`src/hw/bxt_pkg.sv`:
```
// Purpose: constants and types for the block translation unit
// Assumes: 32-bit virtual and physical addresses, 4 KiB pages
// Notes: register offsets are byte addresses on the register bus
package bxt_pkg;
  localparam int unsigned BXT_PAGE_BITS = 12;
  localparam int unsigned BXT_VA_W = 32;
  localparam int unsigned BXT_VPN_W = 20;
  localparam int unsigned BXT_CT_W = 3;
  // register offsets (byte addresses)
  localparam logic [7:0] BXT_OFF_SELECT = 8'h00;
  localparam logic [7:0] BXT_OFF_BASE = 8'h08;
  localparam logic [7:0] BXT_OFF_BOUNDS = 8'h28;
  localparam logic [7:0] BXT_OFF_CAP = 8'h40;
  localparam logic [7:0] BXT_OFF_CMD = 8'h44;
  localparam logic [7:0] BXT_OFF_STATUS = 8'h48;
  localparam logic [7:0] BXT_OFF_MASK = 8'h4C;
  // base port layout: frame number at 6 and up, type 5:3, write 2, present 1
  localparam int unsigned BXT_BASE_PFN_LSB = 6;
  localparam int unsigned BXT_BASE_C_LSB = 3;
  localparam int unsigned BXT_BASE_D_BIT = 2;
  localparam int unsigned BXT_BASE_V_BIT = 1;
  // capability register: entry count minus one in bits 30:25
  localparam int unsigned BXT_CAP_CNT_LSB = 25;
  // command register codes
  localparam logic [1:0] BXT_CMD_WRITE = 2'h0;
  localparam logic [1:0] BXT_CMD_READ = 2'h1;
  localparam logic [1:0] BXT_CMD_PROBE = 2'h2;
  localparam logic [1:0] BXT_CMD_WRAND = 2'h3;
  // status bits
  localparam int unsigned BXT_ST_INV = 0;
  localparam int unsigned BXT_ST_WP = 1;
  localparam int unsigned BXT_ST_ILL = 2;
  localparam logic [31:0] BXT_RESET_ZERO = 32'h0000_0000;
endpackage

```
`src/hw/bxt_top.sv`:
```
// Overview of operation
// - entries 0 and 1, user instruction/data, always implemented
// - entries 2..5 optional; kernel regions may merge
// - capability register reports implemented entry count minus one
// - select entry by reference type and region
// - over bounds or not present gives invalid fault
// - store to write-protected entry gives protect fault
// - physical address is va plus shifted frame
// - zero bounds still maps the first page
// - select register picks entry for table operations
// - bounds port reaches selected entry limit page
// - base port carries frame, type, write, present
// - probe or random write raises illegal-opcode fault
// - entry holds limit, frame, type, write, present
//
// Purpose: base-and-bounds translation unit with wishbone register port
// Assumes: one clock; requests answered one cycle after they are taken
// Notes: ENTRIES is 2, 4 or 6; with 4 kernel regions share one pair
`timescale 1ns/1ps
`default_nettype none
module bxt_top
  import bxt_pkg::*;
#(
  parameter int unsigned ENTRIES = 6,
  parameter int unsigned PFN_W = 20
) (
  // clock and reset
  input wire logic mclk,
  input wire logic arst_n,
  // wishbone slave
  input wire logic wb_cyc_i,
  input wire logic wb_stb_i,
  input wire logic wb_we_i,
  input wire logic [7:0] wb_adr_i,
  input wire logic [3:0] wb_sel_i,
  input wire logic [31:0] wb_dat_i,
  output logic [31:0] wb_dat_o,
  output logic wb_ack_o,
  output logic irq_o,
  // translation request from the pipeline
  input wire logic xl_req,
  input wire logic xl_is_data,
  input wire logic xl_is_store,
  input wire logic [31:0] xl_va,
  // translation answer
  output logic xl_done,
  output logic [31:0] xl_pa,
  output logic [2:0] xl_ctype,
  output logic xl_inv_fault,
  output logic xl_inv_is_data,
  output logic xl_wp_fault,
  output logic xl_ill_op
);
  localparam int unsigned IW = 3;

  // ----------------------------------------------------------------
  // translation table storage
  // ----------------------------------------------------------------
  logic [BXT_VPN_W-1:0] lim_reg [ENTRIES];
  logic [PFN_W-1:0] pfn_reg [ENTRIES];
  logic [BXT_CT_W-1:0] ct_reg [ENTRIES];
  logic [ENTRIES-1:0] wp_reg;
  logic [ENTRIES-1:0] pr_reg;

  logic [IW-1:0] sel_reg;
  logic [31:0] bounds_port_reg;
  logic [31:0] base_port_reg;
  logic [2:0] status_reg;
  logic [2:0] mask_reg;

  // entry index from reference type and region
  function automatic logic [IW-1:0] pick_entry(input logic [31:0] va,
                                                input logic dat);
    logic [IW-1:0] r;
    r = {2'b00, dat};
    if (va[31:29] == 3'b110 && ENTRIES >= 4) begin
      r = {2'b01, dat};
    end else if (va[31:29] == 3'b111 && ENTRIES >= 6) begin
      r = {2'b10, dat};
    end else if (va[31:29] == 3'b111 && ENTRIES >= 4) begin
      r = {2'b01, dat};
    end
    return r;
  endfunction

  // ----------------------------------------------------------------
  // bus decode
  // ----------------------------------------------------------------
  wire bus_req = wb_cyc_i && wb_stb_i && !wb_ack_o;
  wire bus_wr = bus_req && wb_we_i && (wb_sel_i == 4'hF);
  wire wr_sel = bus_wr && wb_adr_i == BXT_OFF_SELECT;
  wire wr_base = bus_wr && wb_adr_i == BXT_OFF_BASE;
  wire wr_bnd = bus_wr && wb_adr_i == BXT_OFF_BOUNDS;
  wire wr_cmd = bus_wr && wb_adr_i == BXT_OFF_CMD;
  wire wr_stat = bus_wr && wb_adr_i == BXT_OFF_STATUS;
  wire wr_mask = bus_wr && wb_adr_i == BXT_OFF_MASK;
  wire [1:0] cmd = wb_dat_i[1:0];
  wire sel_ok = 32'(sel_reg) < ENTRIES;
  wire do_write = wr_cmd && cmd == BXT_CMD_WRITE && sel_ok;
  wire do_read = wr_cmd && cmd == BXT_CMD_READ && sel_ok;
  wire do_ill = wr_cmd && (cmd == BXT_CMD_PROBE || cmd == BXT_CMD_WRAND);
  wire [5:0] cnt_m1 = 6'(ENTRIES - 1);
  wire [31:0] cap_val = 32'(cnt_m1) << BXT_CAP_CNT_LSB;
  wire [31:0] rd_mux =
    wb_adr_i == BXT_OFF_SELECT ? {29'h0, sel_reg} :
    wb_adr_i == BXT_OFF_BASE ? base_port_reg :
    wb_adr_i == BXT_OFF_BOUNDS ? bounds_port_reg :
    wb_adr_i == BXT_OFF_CAP ? cap_val :
    wb_adr_i == BXT_OFF_STATUS ? {29'h0, status_reg} :
    wb_adr_i == BXT_OFF_MASK ? {29'h0, mask_reg} : BXT_RESET_ZERO;

  // ----------------------------------------------------------------
  // translation datapath
  // ----------------------------------------------------------------
  wire [IW-1:0] xi = pick_entry(xl_va, xl_is_data);
  wire [31:0] bnd = {lim_reg[xi], 12'hFFF};
  wire inv = (xl_va > bnd) || !pr_reg[xi];
  wire wpf = xl_is_store && !wp_reg[xi] && !inv;
  // selected entry fields, shared with the checks below
  wire [PFN_W-1:0] sel_pfn = pfn_reg[xi];
  wire [BXT_CT_W-1:0] sel_ct = ct_reg[xi];
  wire [31:0] pa = xl_va + (32'(sel_pfn) << BXT_PAGE_BITS);

  // bus slave: ack one cycle after request
  always_ff @(posedge mclk or negedge arst_n) begin
    if (!arst_n) begin
      wb_ack_o <= 1'b0;
      wb_dat_o <= BXT_RESET_ZERO;
    end else begin
      wb_ack_o <= bus_req;
      wb_dat_o <= bus_req ? rd_mux : BXT_RESET_ZERO;
    end
  end

  // ----------------------------------------------------------------
  // register bus slave and table operations
  // ----------------------------------------------------------------
  // select, port registers and table operations
  always_ff @(posedge mclk or negedge arst_n) begin
    if (!arst_n) begin
      sel_reg <= '0;
      bounds_port_reg <= BXT_RESET_ZERO;
      base_port_reg <= BXT_RESET_ZERO;
      mask_reg <= '0;
    end else begin
      if (wr_sel) sel_reg <= wb_dat_i[IW-1:0];
      if (wr_bnd) bounds_port_reg <= {wb_dat_i[31:12], 12'h000};
      if (wr_base) base_port_reg <= wb_dat_i;
      if (wr_mask) mask_reg <= wb_dat_i[2:0];
      if (do_read) begin
        bounds_port_reg <= {lim_reg[sel_reg], 12'h000};
        base_port_reg <= {(26 - PFN_W)'(0), pfn_reg[sel_reg],
                          ct_reg[sel_reg], wp_reg[sel_reg],
                          pr_reg[sel_reg], 1'b0};
      end
    end
  end

  // table entries: one generate slice per entry
  for (genvar g = 0; g < ENTRIES; g++) begin : g_ent
    always_ff @(posedge mclk or negedge arst_n) begin
      if (!arst_n) begin
        lim_reg[g] <= '0;
        pfn_reg[g] <= '0;
        ct_reg[g] <= '0;
        wp_reg[g] <= 1'b0;
        pr_reg[g] <= 1'b0;
      end else if (do_write && 32'(sel_reg) == g) begin
        lim_reg[g] <= bounds_port_reg[31:12];
        pfn_reg[g] <= base_port_reg[BXT_BASE_PFN_LSB +: PFN_W];
        ct_reg[g] <= base_port_reg[BXT_BASE_C_LSB +: BXT_CT_W];
        wp_reg[g] <= base_port_reg[BXT_BASE_D_BIT];
        pr_reg[g] <= base_port_reg[BXT_BASE_V_BIT];
      end
    end
  end

  // ----------------------------------------------------------------
  // answer path
  // ----------------------------------------------------------------
  // translation answer registers
  always_ff @(posedge mclk or negedge arst_n) begin
    if (!arst_n) begin
      xl_done <= 1'b0;
      xl_pa <= BXT_RESET_ZERO;
      xl_ctype <= '0;
      xl_inv_fault <= 1'b0;
      xl_inv_is_data <= 1'b0;
      xl_wp_fault <= 1'b0;
    end else begin
      xl_done <= xl_req;
      xl_inv_fault <= xl_req && inv;
      xl_inv_is_data <= xl_req && xl_is_data;
      xl_wp_fault <= xl_req && wpf;
      xl_pa <= (xl_req && !inv && !wpf) ? pa : BXT_RESET_ZERO;
      xl_ctype <= xl_req ? ct_reg[xi] : '0;
    end
  end

  // ----------------------------------------------------------------
  // status and interrupt
  // ----------------------------------------------------------------
  // sticky status, set beats clear, and interrupt
  wire [2:0] ev = {do_ill, xl_req && wpf, xl_req && inv};
  // write-one-to-clear bits; an event in the same cycle still sets
  wire [2:0] clr_bits = wr_stat ? wb_dat_i[2:0] : 3'h0;
  wire [2:0] status_next = (status_reg & ~clr_bits) | ev;
  always_ff @(posedge mclk or negedge arst_n) begin
    if (!arst_n) begin
      status_reg <= '0;
      xl_ill_op <= 1'b0;
      irq_o <= 1'b0;
    end else begin
      status_reg <= status_next;
      xl_ill_op <= do_ill;
      irq_o <= |(status_next & mask_reg);
    end
  end

  // ----------------------------------------------------------------
  // assertions
  // ----------------------------------------------------------------
  property p_inv;
    @(posedge mclk) disable iff (!arst_n)
    xl_req && (xl_va > {lim_reg[xi], 12'hFFF} || !pr_reg[xi])
      |=> xl_inv_fault && xl_pa == 32'h0;
  endproperty
  a_inv: assert property (p_inv) else $error("invalid fault missed");
  property p_wp;
    @(posedge mclk) disable iff (!arst_n)
    xl_req && xl_is_store && !wp_reg[xi] && !inv |=> xl_wp_fault;
  endproperty
  a_wp: assert property (p_wp) else $error("protect fault missed");
  property p_prio;
    @(posedge mclk) disable iff (!arst_n)
    xl_inv_fault |-> !xl_wp_fault;
  endproperty
  a_prio: assert property (p_prio) else $error("both faults");
  property p_pa;
    @(posedge mclk) disable iff (!arst_n)
    xl_req && !inv && !wpf
      |=> xl_pa == $past(xl_va) + (32'($past(sel_pfn)) << BXT_PAGE_BITS);
  endproperty
  a_pa: assert property (p_pa) else $error("bad address");
  property p_zero;
    @(posedge mclk) disable iff (!arst_n)
    xl_req && pr_reg[xi] && lim_reg[xi] == '0 && xl_va[31:12] == 20'h0
      |=> !xl_inv_fault;
  endproperty
  a_zero: assert property (p_zero) else $error("first page lost");
  property p_ill;
    @(posedge mclk) disable iff (!arst_n)
    do_ill |=> xl_ill_op ##0 status_reg[BXT_ST_ILL];
  endproperty
  a_ill: assert property (p_ill) else $error("no illegal op");
  property p_sel;
    @(posedge mclk) disable iff (!arst_n)
    wr_sel |=> sel_reg == $past(wb_dat_i[IW-1:0]);
  endproperty
  a_sel: assert property (p_sel) else $error("select lost");
  property p_rd;
    @(posedge mclk) disable iff (!arst_n)
    do_read |=> bounds_port_reg[31:12] == lim_reg[$past(sel_reg)];
  endproperty
  a_rd: assert property (p_rd) else $error("read op wrong");
  property p_ack;
    @(posedge mclk) disable iff (!arst_n)
    wb_cyc_i && wb_stb_i && !wb_ack_o |=> wb_ack_o ##1 !wb_ack_o;
  endproperty
  a_ack: assert property (p_ack) else $error("ack timing");
  // every request is answered on the next edge
  property p_done;
    @(posedge mclk) disable iff (!arst_n)
    xl_req |=> xl_done;
  endproperty
  a_done: assert property (p_done) else $error("no answer");
  // no request leaves the answer port quiet
  property p_idle;
    @(posedge mclk) disable iff (!arst_n)
    !xl_req |=> !xl_done && !xl_inv_fault && !xl_wp_fault && xl_pa == 32'h0;
  endproperty
  a_idle: assert property (p_idle) else $error("stray answer");
  // memory type of the chosen entry goes out with the answer
  property p_ct;
    @(posedge mclk) disable iff (!arst_n)
    xl_req |=> xl_ctype == $past(sel_ct);
  endproperty
  a_ct: assert property (p_ct) else $error("type lost");
  // a faulting access never shows an address
  property p_sup;
    @(posedge mclk) disable iff (!arst_n)
    xl_inv_fault || xl_wp_fault |-> xl_pa == 32'h0;
  endproperty
  a_sup: assert property (p_sup) else $error("address leaked");
  // user region always uses the first pair
  property p_user;
    @(posedge mclk) disable iff (!arst_n)
    xl_req && xl_va[31:30] != 2'b11 |-> xi == {2'b00, xl_is_data};
  endproperty
  a_user: assert property (p_user) else $error("user entry");
  // kernel region two uses the second pair when present
  property p_kern2;
    @(posedge mclk) disable iff (!arst_n)
    xl_req && xl_va[31:29] == 3'b110 && ENTRIES >= 4
      |-> xi == {2'b01, xl_is_data};
  endproperty
  a_kern2: assert property (p_kern2) else $error("kernel two entry");
  // kernel region three uses the third pair when present
  property p_kern3;
    @(posedge mclk) disable iff (!arst_n)
    xl_req && xl_va[31:29] == 3'b111 && ENTRIES >= 6
      |-> xi == {2'b10, xl_is_data};
  endproperty
  a_kern3: assert property (p_kern3) else $error("kernel three entry");
  // invalid fault carries the reference type of its request
  property p_type;
    @(posedge mclk) disable iff (!arst_n)
    xl_inv_fault |-> xl_inv_is_data == $past(xl_is_data);
  endproperty
  a_type: assert property (p_type) else $error("fault type");
  // write entry copies the bounds port into the selected entry
  property p_wrlim;
    @(posedge mclk) disable iff (!arst_n)
    do_write |=> lim_reg[$past(sel_reg)] == $past(bounds_port_reg[31:12]);
  endproperty
  a_wrlim: assert property (p_wrlim) else $error("limit not written");
  // write entry copies the present flag from the base port
  property p_wrpr;
    @(posedge mclk) disable iff (!arst_n)
    do_write |=> pr_reg[$past(sel_reg)] == $past(base_port_reg[BXT_BASE_V_BIT]);
  endproperty
  a_wrpr: assert property (p_wrpr) else $error("present not written");
  // a set invalid status bit stays until software clears it
  property p_sticky;
    @(posedge mclk) disable iff (!arst_n)
    status_reg[BXT_ST_INV] && !(wr_stat && wb_dat_i[BXT_ST_INV])
      |=> status_reg[BXT_ST_INV];
  endproperty
  a_sticky: assert property (p_sticky) else $error("status lost");
  // capability read returns the entry count minus one
  property p_cap;
    @(posedge mclk) disable iff (!arst_n)
    bus_req && !wb_we_i && wb_adr_i == BXT_OFF_CAP
      |=> wb_dat_o[BXT_CAP_CNT_LSB +: 6] == 6'(ENTRIES - 1);
  endproperty
  a_cap: assert property (p_cap) else $error("entry count");
  // ----------------------------------------------------------------
  // coverage of the main scenarios
  // ----------------------------------------------------------------
  c_inv: cover property (@(posedge mclk) xl_inv_fault);
  c_wp: cover property (@(posedge mclk) xl_wp_fault);
  c_ok: cover property (@(posedge mclk) xl_done && !xl_inv_fault
                        && !xl_wp_fault);
  c_irq: cover property (@(posedge mclk) irq_o);
  c_ill: cover property (@(posedge mclk) xl_ill_op);
endmodule
`default_nettype wire
```
`config.mk`:
```
export PLATFORM = sky130hd
export DESIGN_NAME = bxt_top
export DESIGN_NICKNAME = d
export VERILOG_FILES = /design/src/hw/bxt_pkg.sv /design/src/hw/bxt_top.sv
export SDC_FILE = /design/constraint.sdc
export NUM_CORES = 1
export LEC_CHECK = 0
export BUFFER_PORTS_ARGS = -buffer_cell sky130_fd_sc_hd__buf_2
export CORE_ASPECT_RATIO = 1.5
export CORE_MARGIN = 5
export CORE_UTILIZATION = 55
export CTS_CLUSTER_SIZE = 12
export DETAILED_ROUTE_END_ITERATION = 10
export MAX_ROUTING_LAYER = met4
export PLACE_DENSITY = 0.77
export SLEW_MARGIN = 40
export SYNTH_ARGS = -nofsm -noshare
export SYNTH_HDL_FRONTEND = slang
export SYNTH_SLANG_ARGS = --single-unit
```
`constraint.sdc`:
```
create_clock -name mclk -period 2.87 [get_ports mclk]
set_input_delay 0.574 -clock mclk [delete_from_list [all_inputs] [get_ports mclk]]
set_output_delay 0.574 -clock mclk [all_outputs]
set_load 0.005 [all_outputs]
```
# Word level (Yosys, flattened, before mapping)
# Index checks and enable logic that the tools add are counted.
op_classes:
  add_sub_neg: 1
  n_lt_le_gt_ge: 6
  n_eq_ne: 17
  muxes: 42
  n_bitwise: 6
  reduce_logical: 41
ops:
  columns: ["operator", "n"]
  rows:
  - ["two-way mux 32 bit", 9]
  - ["binary-select mux 20 bit (select 3 bit)", 4]
  - ["two-way mux 20 bit", 8]
  - ["adder 32 bit", 1]
  - ["equality test 8 x 7 -> 1 bit (second input constant)", 4]
  - ["> comparator 32 bit", 1]
  - ["two-way mux 3 bit", 10]
  - ["logical AND 1 bit", 28]
  - ["two-way mux 28 bit", 1]
  - ["binary-select mux 3 bit (select 3 bit)", 2]
  - ["binary-select mux 1 bit (select 3 bit)", 4]
  - ["equality test 3 bit (second input constant)", 4]
  - ["equality test 8 x 4 -> 1 bit (second input constant)", 1]
  - ["equality test 8 x 6 -> 1 bit (second input constant)", 1]
  - ["greater-or-equal comparator 4 bit (second input constant)", 2]
  - ["zero test 8 bit", 1]
  - ["< comparator 3 x 4 -> 1 bit (second input constant)", 2]
  - ["NOT 3 -> 4 bit", 2]
  - ["AND 3 bit", 2]
  - ["equality test 3 x 2 -> 1 bit (second input constant)", 2]
  - ["zero test 1 bit", 5]
  - ["equality test 2 bit (second input constant)", 2]
  - ["equality test 4 bit (second input constant)", 1]
  - ["two-way mux 1 bit", 4]
  - ["other kinds (10)", 12]
word_totals:
  regBits: 417
  output_inout_bits: 74
  wordCells: 158

# Longest topological paths before layout
logic_depth:
  word_depth: 15
  mapped_depth: 17
  depth_no_buf: 14

# Worst setup path after synthesis
# No wires, ideal clock.
synth_timing:
  path_type: "input to register"
  startpoint: "input xl_va[29]"
  endpoint: "register xl_pa[17]"
  arrival_ps: 3865
  required_time_ps: 2738
  path_slack_ps: -1127
  cell_stages: 15
  path_cell_list: "clkbuf_1 -> clkbuf_1 -> buf_1 -> nor3_1 -> o311ai_0 -> o21ai_0 -> ha_1 -> nand4_1 -> nor4_1 -> a221oi_1 -> a21oi_1 -> or3_1 -> clkbuf_1 -> clkbuf_1 -> nor2_1"
synth_via:
  elab_chain_cells: 14
synth_rtl:
  columns: ["item", "line", "text"]
  rows:
  - ["from (decl)", "bxt_top.sv:44", "input wire logic [31:0] xl_va,"]
  - ["equality test 3 bit", "bxt_top.sv:78, bxt_top.sv:80", null]
  - ["two-way mux 3 bit", "bxt_top.sv:78", "end else if (va[31:29] == 3'b111 && ENTRIES >= 6) begin"]
  - ["two-way mux 3 bit", "bxt_top.sv:76", "if (va[31:29] == 3'b110 && ENTRIES >= 4) begin"]
  - ["NOT 3 -> 4 bit (not written as such)", "bxt_top.sv:116, bxt_top.sv:120", null]
  - ["binary-select mux 20 bit (select 3 bit)", "bxt_top.sv:116", "wire [31:0] bnd = {lim_reg[xi], 12'hFFF};"]
  - ["two-way mux 20 bit (not written as such) (2 in series)", "bxt_top.sv:116", null]
  - ["> comparator 32 bit", "bxt_top.sv:117", "wire inv = (xl_va > bnd) || !pr_reg[xi];"]
  - ["logical OR 1 bit", "bxt_top.sv:117", null]
  - ["zero test 1 bit", "bxt_top.sv:118, bxt_top.sv:195", null]
  - ["logical AND 1 bit", "bxt_top.sv:118", "wire wpf = xl_is_store && !wp_reg[xi] && !inv;"]
  - ["zero test 1 bit", "bxt_top.sv:195", "xl_pa <= (xl_req && !inv && !wpf) ? pa : BXT_RESET_ZERO;"]
  - ["logical AND 1 bit", "bxt_top.sv:195", null]
  - ["two-way mux 32 bit (*)", "bxt_top.sv:195", null]
  - ["to (signal assigned)", "bxt_top.sv:195", null]
  - ["to (decl)", "bxt_top.sv:47", "output logic [31:0] xl_pa,"]
# Every way passes the cells marked *; elsewhere a longest branch is shown, timed or not. The select of a mux whose other input is x is not followed.
# A chain may end at the register's enable or synchronous reset.

# Final worst setup path
layout_timing:
  startpoint: "input xl_va[29]"
  endpoint: "register irq_o"
layout_via:
  elab_chain_cells: 15
layout_rtl:
  columns: ["item", "line", "text"]
  rows:
  - ["equality test 3 bit", "bxt_top.sv:78, bxt_top.sv:80", null]
  - ["two-way mux 3 bit", "bxt_top.sv:78", null]
  - ["two-way mux 3 bit", "bxt_top.sv:76", null]
  - ["NOT 3 -> 4 bit (not written as such)", "bxt_top.sv:116", null]
  - ["binary-select mux 20 bit (select 3 bit)", "bxt_top.sv:116", null]
  - ["two-way mux 20 bit (not written as such) (2 in series)", "bxt_top.sv:116", null]
  - ["> comparator 32 bit", "bxt_top.sv:117", null]
  - ["logical OR 1 bit", "bxt_top.sv:117", null]
  - ["zero test 1 bit", "bxt_top.sv:118", null]
  - ["logical AND 1 bit (*)", "bxt_top.sv:118", null]
  - ["logical AND 1 bit (*)", "bxt_top.sv:204", "wire [2:0] ev = {do_ill, xl_req && wpf, xl_req && inv};"]
  - ["via ev[1]", "bxt_top.sv:204", null]
  - ["OR 3 bit (*)", "bxt_top.sv:207", "wire [2:0] status_next = (status_reg & ~clr_bits) | ev;"]
  - ["via status_next[1]", "bxt_top.sv:207", null]
  - ["AND 3 bit (*)", "bxt_top.sv:216", "irq_o <= |(status_next & mask_reg);"]
  - ["OR reduction 3 bit (*)", "bxt_top.sv:216", null]
  - ["to (signal assigned)", "bxt_top.sv:216", null]
  - ["to (decl)", "bxt_top.sv:39", "output logic irq_o,"]
# The timed path passes the listed nets; every way through them passes the cells marked *. The select of a mux whose other input is x is not followed.

==> flow_metrics.tcl <==
set metrics [dict create \
    status "finished with violations" \
    violations "negative setup slack" \
    wirelength_mm 64.7 \
    pwr-share-seq 0.499 \
    synth_warnings 0 \
    hold_path_end "xl_done$_DFF_PN0_" \
    reg2reg_from "lim_reg[66]$_DFFE_PN0P_" \
    htree_levels 2 \
    fin_crit_ns 3.02 \
    cts_tree "yes" \
    clockBufferDepth 3 \
    cap_violations 0 \
    setup_violations 26 \
    syn_nets 1925 \
    end_kind "flip-flop" \
    p_sw_frac 0.234 \
    viasPerCell 6.32 \
    crit_type "input port to flip-flop" \
    synthArstFlopShare 1.00 \
    die_w_um 169 \
    ir_drop_uv 387 \
    clkLatencyLatePin_ns 0.54 \
    portBuffers 157 \
    hold_depth 1 \
    synthesis.area_mm2 0.0209 \
    drive_above_1_share 0.396 \
    rsz0062_at_grt "yes" \
    hold_path_class "input port to flip-flop" \
    clock_sinks 405 \
    r2r_slack_ns -0.03 \
    drc_errors 0 \
    synth.distinct_cells 61 \
    layout.cells.most_common "dfrtp_1" \
    r2r_end "irq_o$_DFF_PN0_" \
    ys_seq_area_frac 0.486 \
    cp-startpoint "xl_va[29]" \
    grt_max_degree 68 \
    cts_buffers 40 \
    synth_cells 1801 \
    synth_edf_count 0 \
    start_util 0.555 \
    grt_pass1_wl_mm 99.8 \
    nets 2217 \
    fin_crit_sh 1.05 \
    max_slew_margin 0.500 \
    leakagePower_nw 12.2 \
    vias 16400 \
    hold_viol 0 \
    ant_nets 0 \
    groute.usage.overall 0.310 \
    coreArea_mm2 0.0376 \
    io_pins 158 \
    ctsRootBufferMaster "clkbuf_16" \
    p_sw_mw 2.68 \
    combPwrFrac 0.082 \
    slew_violations 0 \
    drtIter0Drc 1358 \
    fin_worst_skew_ns 0.0115 \
    pwr-share-clk 0.418 \
    cts.clk_slew.worst_paths_ns 0.06 \
    antenna_found_initial 1 \
    hold_start "xl_req" \
    powerDensity_mw_per_mm2 445 \
    worstMarginPinSlew_ns 0.750 \
    syn_to_final_growth_pct 23.3 \
    reg2regPathDepth 12 \
    cp_max_fo 11 \
    grt_pass1_vias 17600 \
    grt-ovfl-total 0 \
    cp-start-kind "input port" \
    crit_required_ns 3.29 \
    ys.flop_type "dfrtp_1" \
    num_rows 87 \
    first_pass_iters 7 \
    worst_hold_slack_ns 0.204 \
    clock.fmax_ghz 0.331 \
    avgSynthCellArea_um2 11.6 \
    die_area_mm2 0.0420 \
    tns_ns -0.988 \
    ys_ff_latch 405 \
    routabilityCongestion 0.973 \
    worstPathArrival_ns 3.44 \
    layout_common_cells "402 x dfrtp_1, 269 x mux2_2, 157 x buf_4, 152 x buf_2, 147 x nand2_1" \
    fill_cells 2593 \
    hpwl_mm 42.9 \
    internal-power_mw 8.77 \
    fin_ws_ns -0.149 \
    die_y_um 249 \
    wire_per_inst_um 24.9 \
]
==> critical path: stages <==
cell       delay [ns]
buf_16           0.14
bufbuf_16        0.32
mux2i_2          0.27
a211oi_2         0.10
a21oi_1          0.19
ha_1             0.28
nand4_1          0.12
buf_4            0.14
nor4_4           0.04
and2_4           0.18
o41ai_4          0.30
buf_4            0.22
nor4_4           0.05
a21o_1           0.18
a221o_1          0.32
==> layout make-up <==
| class | count | area (um^2) | area share |
|---|---|---|---|
| Antenna cell | 1 | 2.50 | 0.0000973 |
| Clock buffer | 54 | 1110 | 0.0434 |
| Inverter | 57 | 214 | 0.00832 |
| Multi-Input combinational cell | 1218 | 10500 | 0.410 |
| Sequential cell | 405 | 10100 | 0.394 |
| Tap cell | 489 | 612 | 0.0238 |
| Timing Repair Buffer | 371 | 3100 | 0.120 |
==> stage by stage <==
step                       util  instances  area (um^2)  power [mW]  setup slack, ns
after floorplan               -       1801        21100        6.16           -0.327
after global placement    0.630       2511        23700        6.59           -0.805
after detailed placement  0.630       2511        23700        6.60           -0.878
after CTS                 0.675       2585        25400        11.4          -0.0631
after global routing      0.685       2595        25700        11.8           -0.178
final                     0.685       2595        25700        11.5           -0.149
==> power by group through the flow <==
| stage | Combinational [mW] | Sequential [mW] | Clock, mW |
|---|---|---|---|
| after floorplan | 0.331 | 5.82 | 0 |
| after global placement | 0.763 | 5.82 | 0 |
| after detailed placement | 0.779 | 5.82 | 0 |
| after CTS | 0.873 | 5.72 | 4.85 |
| after global routing | 1.01 | 5.72 | 5.07 |
| final | 0.941 | 5.72 | 4.79 |
==> cell usage after synthesis, drive strengths merged (25+ instances only) <==
cell    instances  area [um^2]
mux2          282         3180
nand2         152          571
mux2i         143         1430
ha             39          488
a21oi          78          390
dfrtp         405        10100
nor2          115          432
mux4           50         1130
buf            56          287
o22ai          25          156
a211oi         28          210
and2           29          181
clkbuf         65          244
inv            57          214
o21ai          97          485
==> how the worst max path moves through the flow <==
stage          depth (start not counted)  slack [ns]                  end
2_1_floorplan                         15       -0.33  xl_pa[31]$_DFF_PN0_
3_3_place_gp                          16       -0.81      irq_o$_DFF_PN0_
3_5_place_dp                          14       -0.88  xl_pa[24]$_DFF_PN0_
4_1_cts                               15       -0.06      irq_o$_DFF_PN0_
5_1_grt                               15       -0.18      irq_o$_DFF_PN0_
6_report                              15       -0.15      irq_o$_DFF_PN0_
==> what timing repair did <==
action / CTS / global route
buffers inserted: 15 / 8
setup endpoints to repair: 35 / 37
hold endpoints to repair: 20 / 0
resized for setup: 76 / 60
pin swaps: 36 / 43
gates cloned: 4 / 2
hold buffers: 1 / 0
==> routing by layer <==
metal	share of wire	GRT usage	wire [um]
met4	0.067	0.184	4360
met2	0.51	0.518	33000
met5	0	-	0
met3	0.063	0.0527	4060
met1	0.36	0.348	23300
==> cell families after synthesis <==
kind of cell | after synthesis | share of synthesized area
DFF | 405 | 0.486
AOI/OAI and AO/OA | 324 | 0.0954
buffers and inverters | 178 | 0.0357
adders and majority gates | 40 | 0.0244
muxes | 475 | 0.275
and+or+nand+nor | 370 | 0.0801
xor gates and xnor gates | 9 | 0.00378
Power figures use the tool's default switching activity.
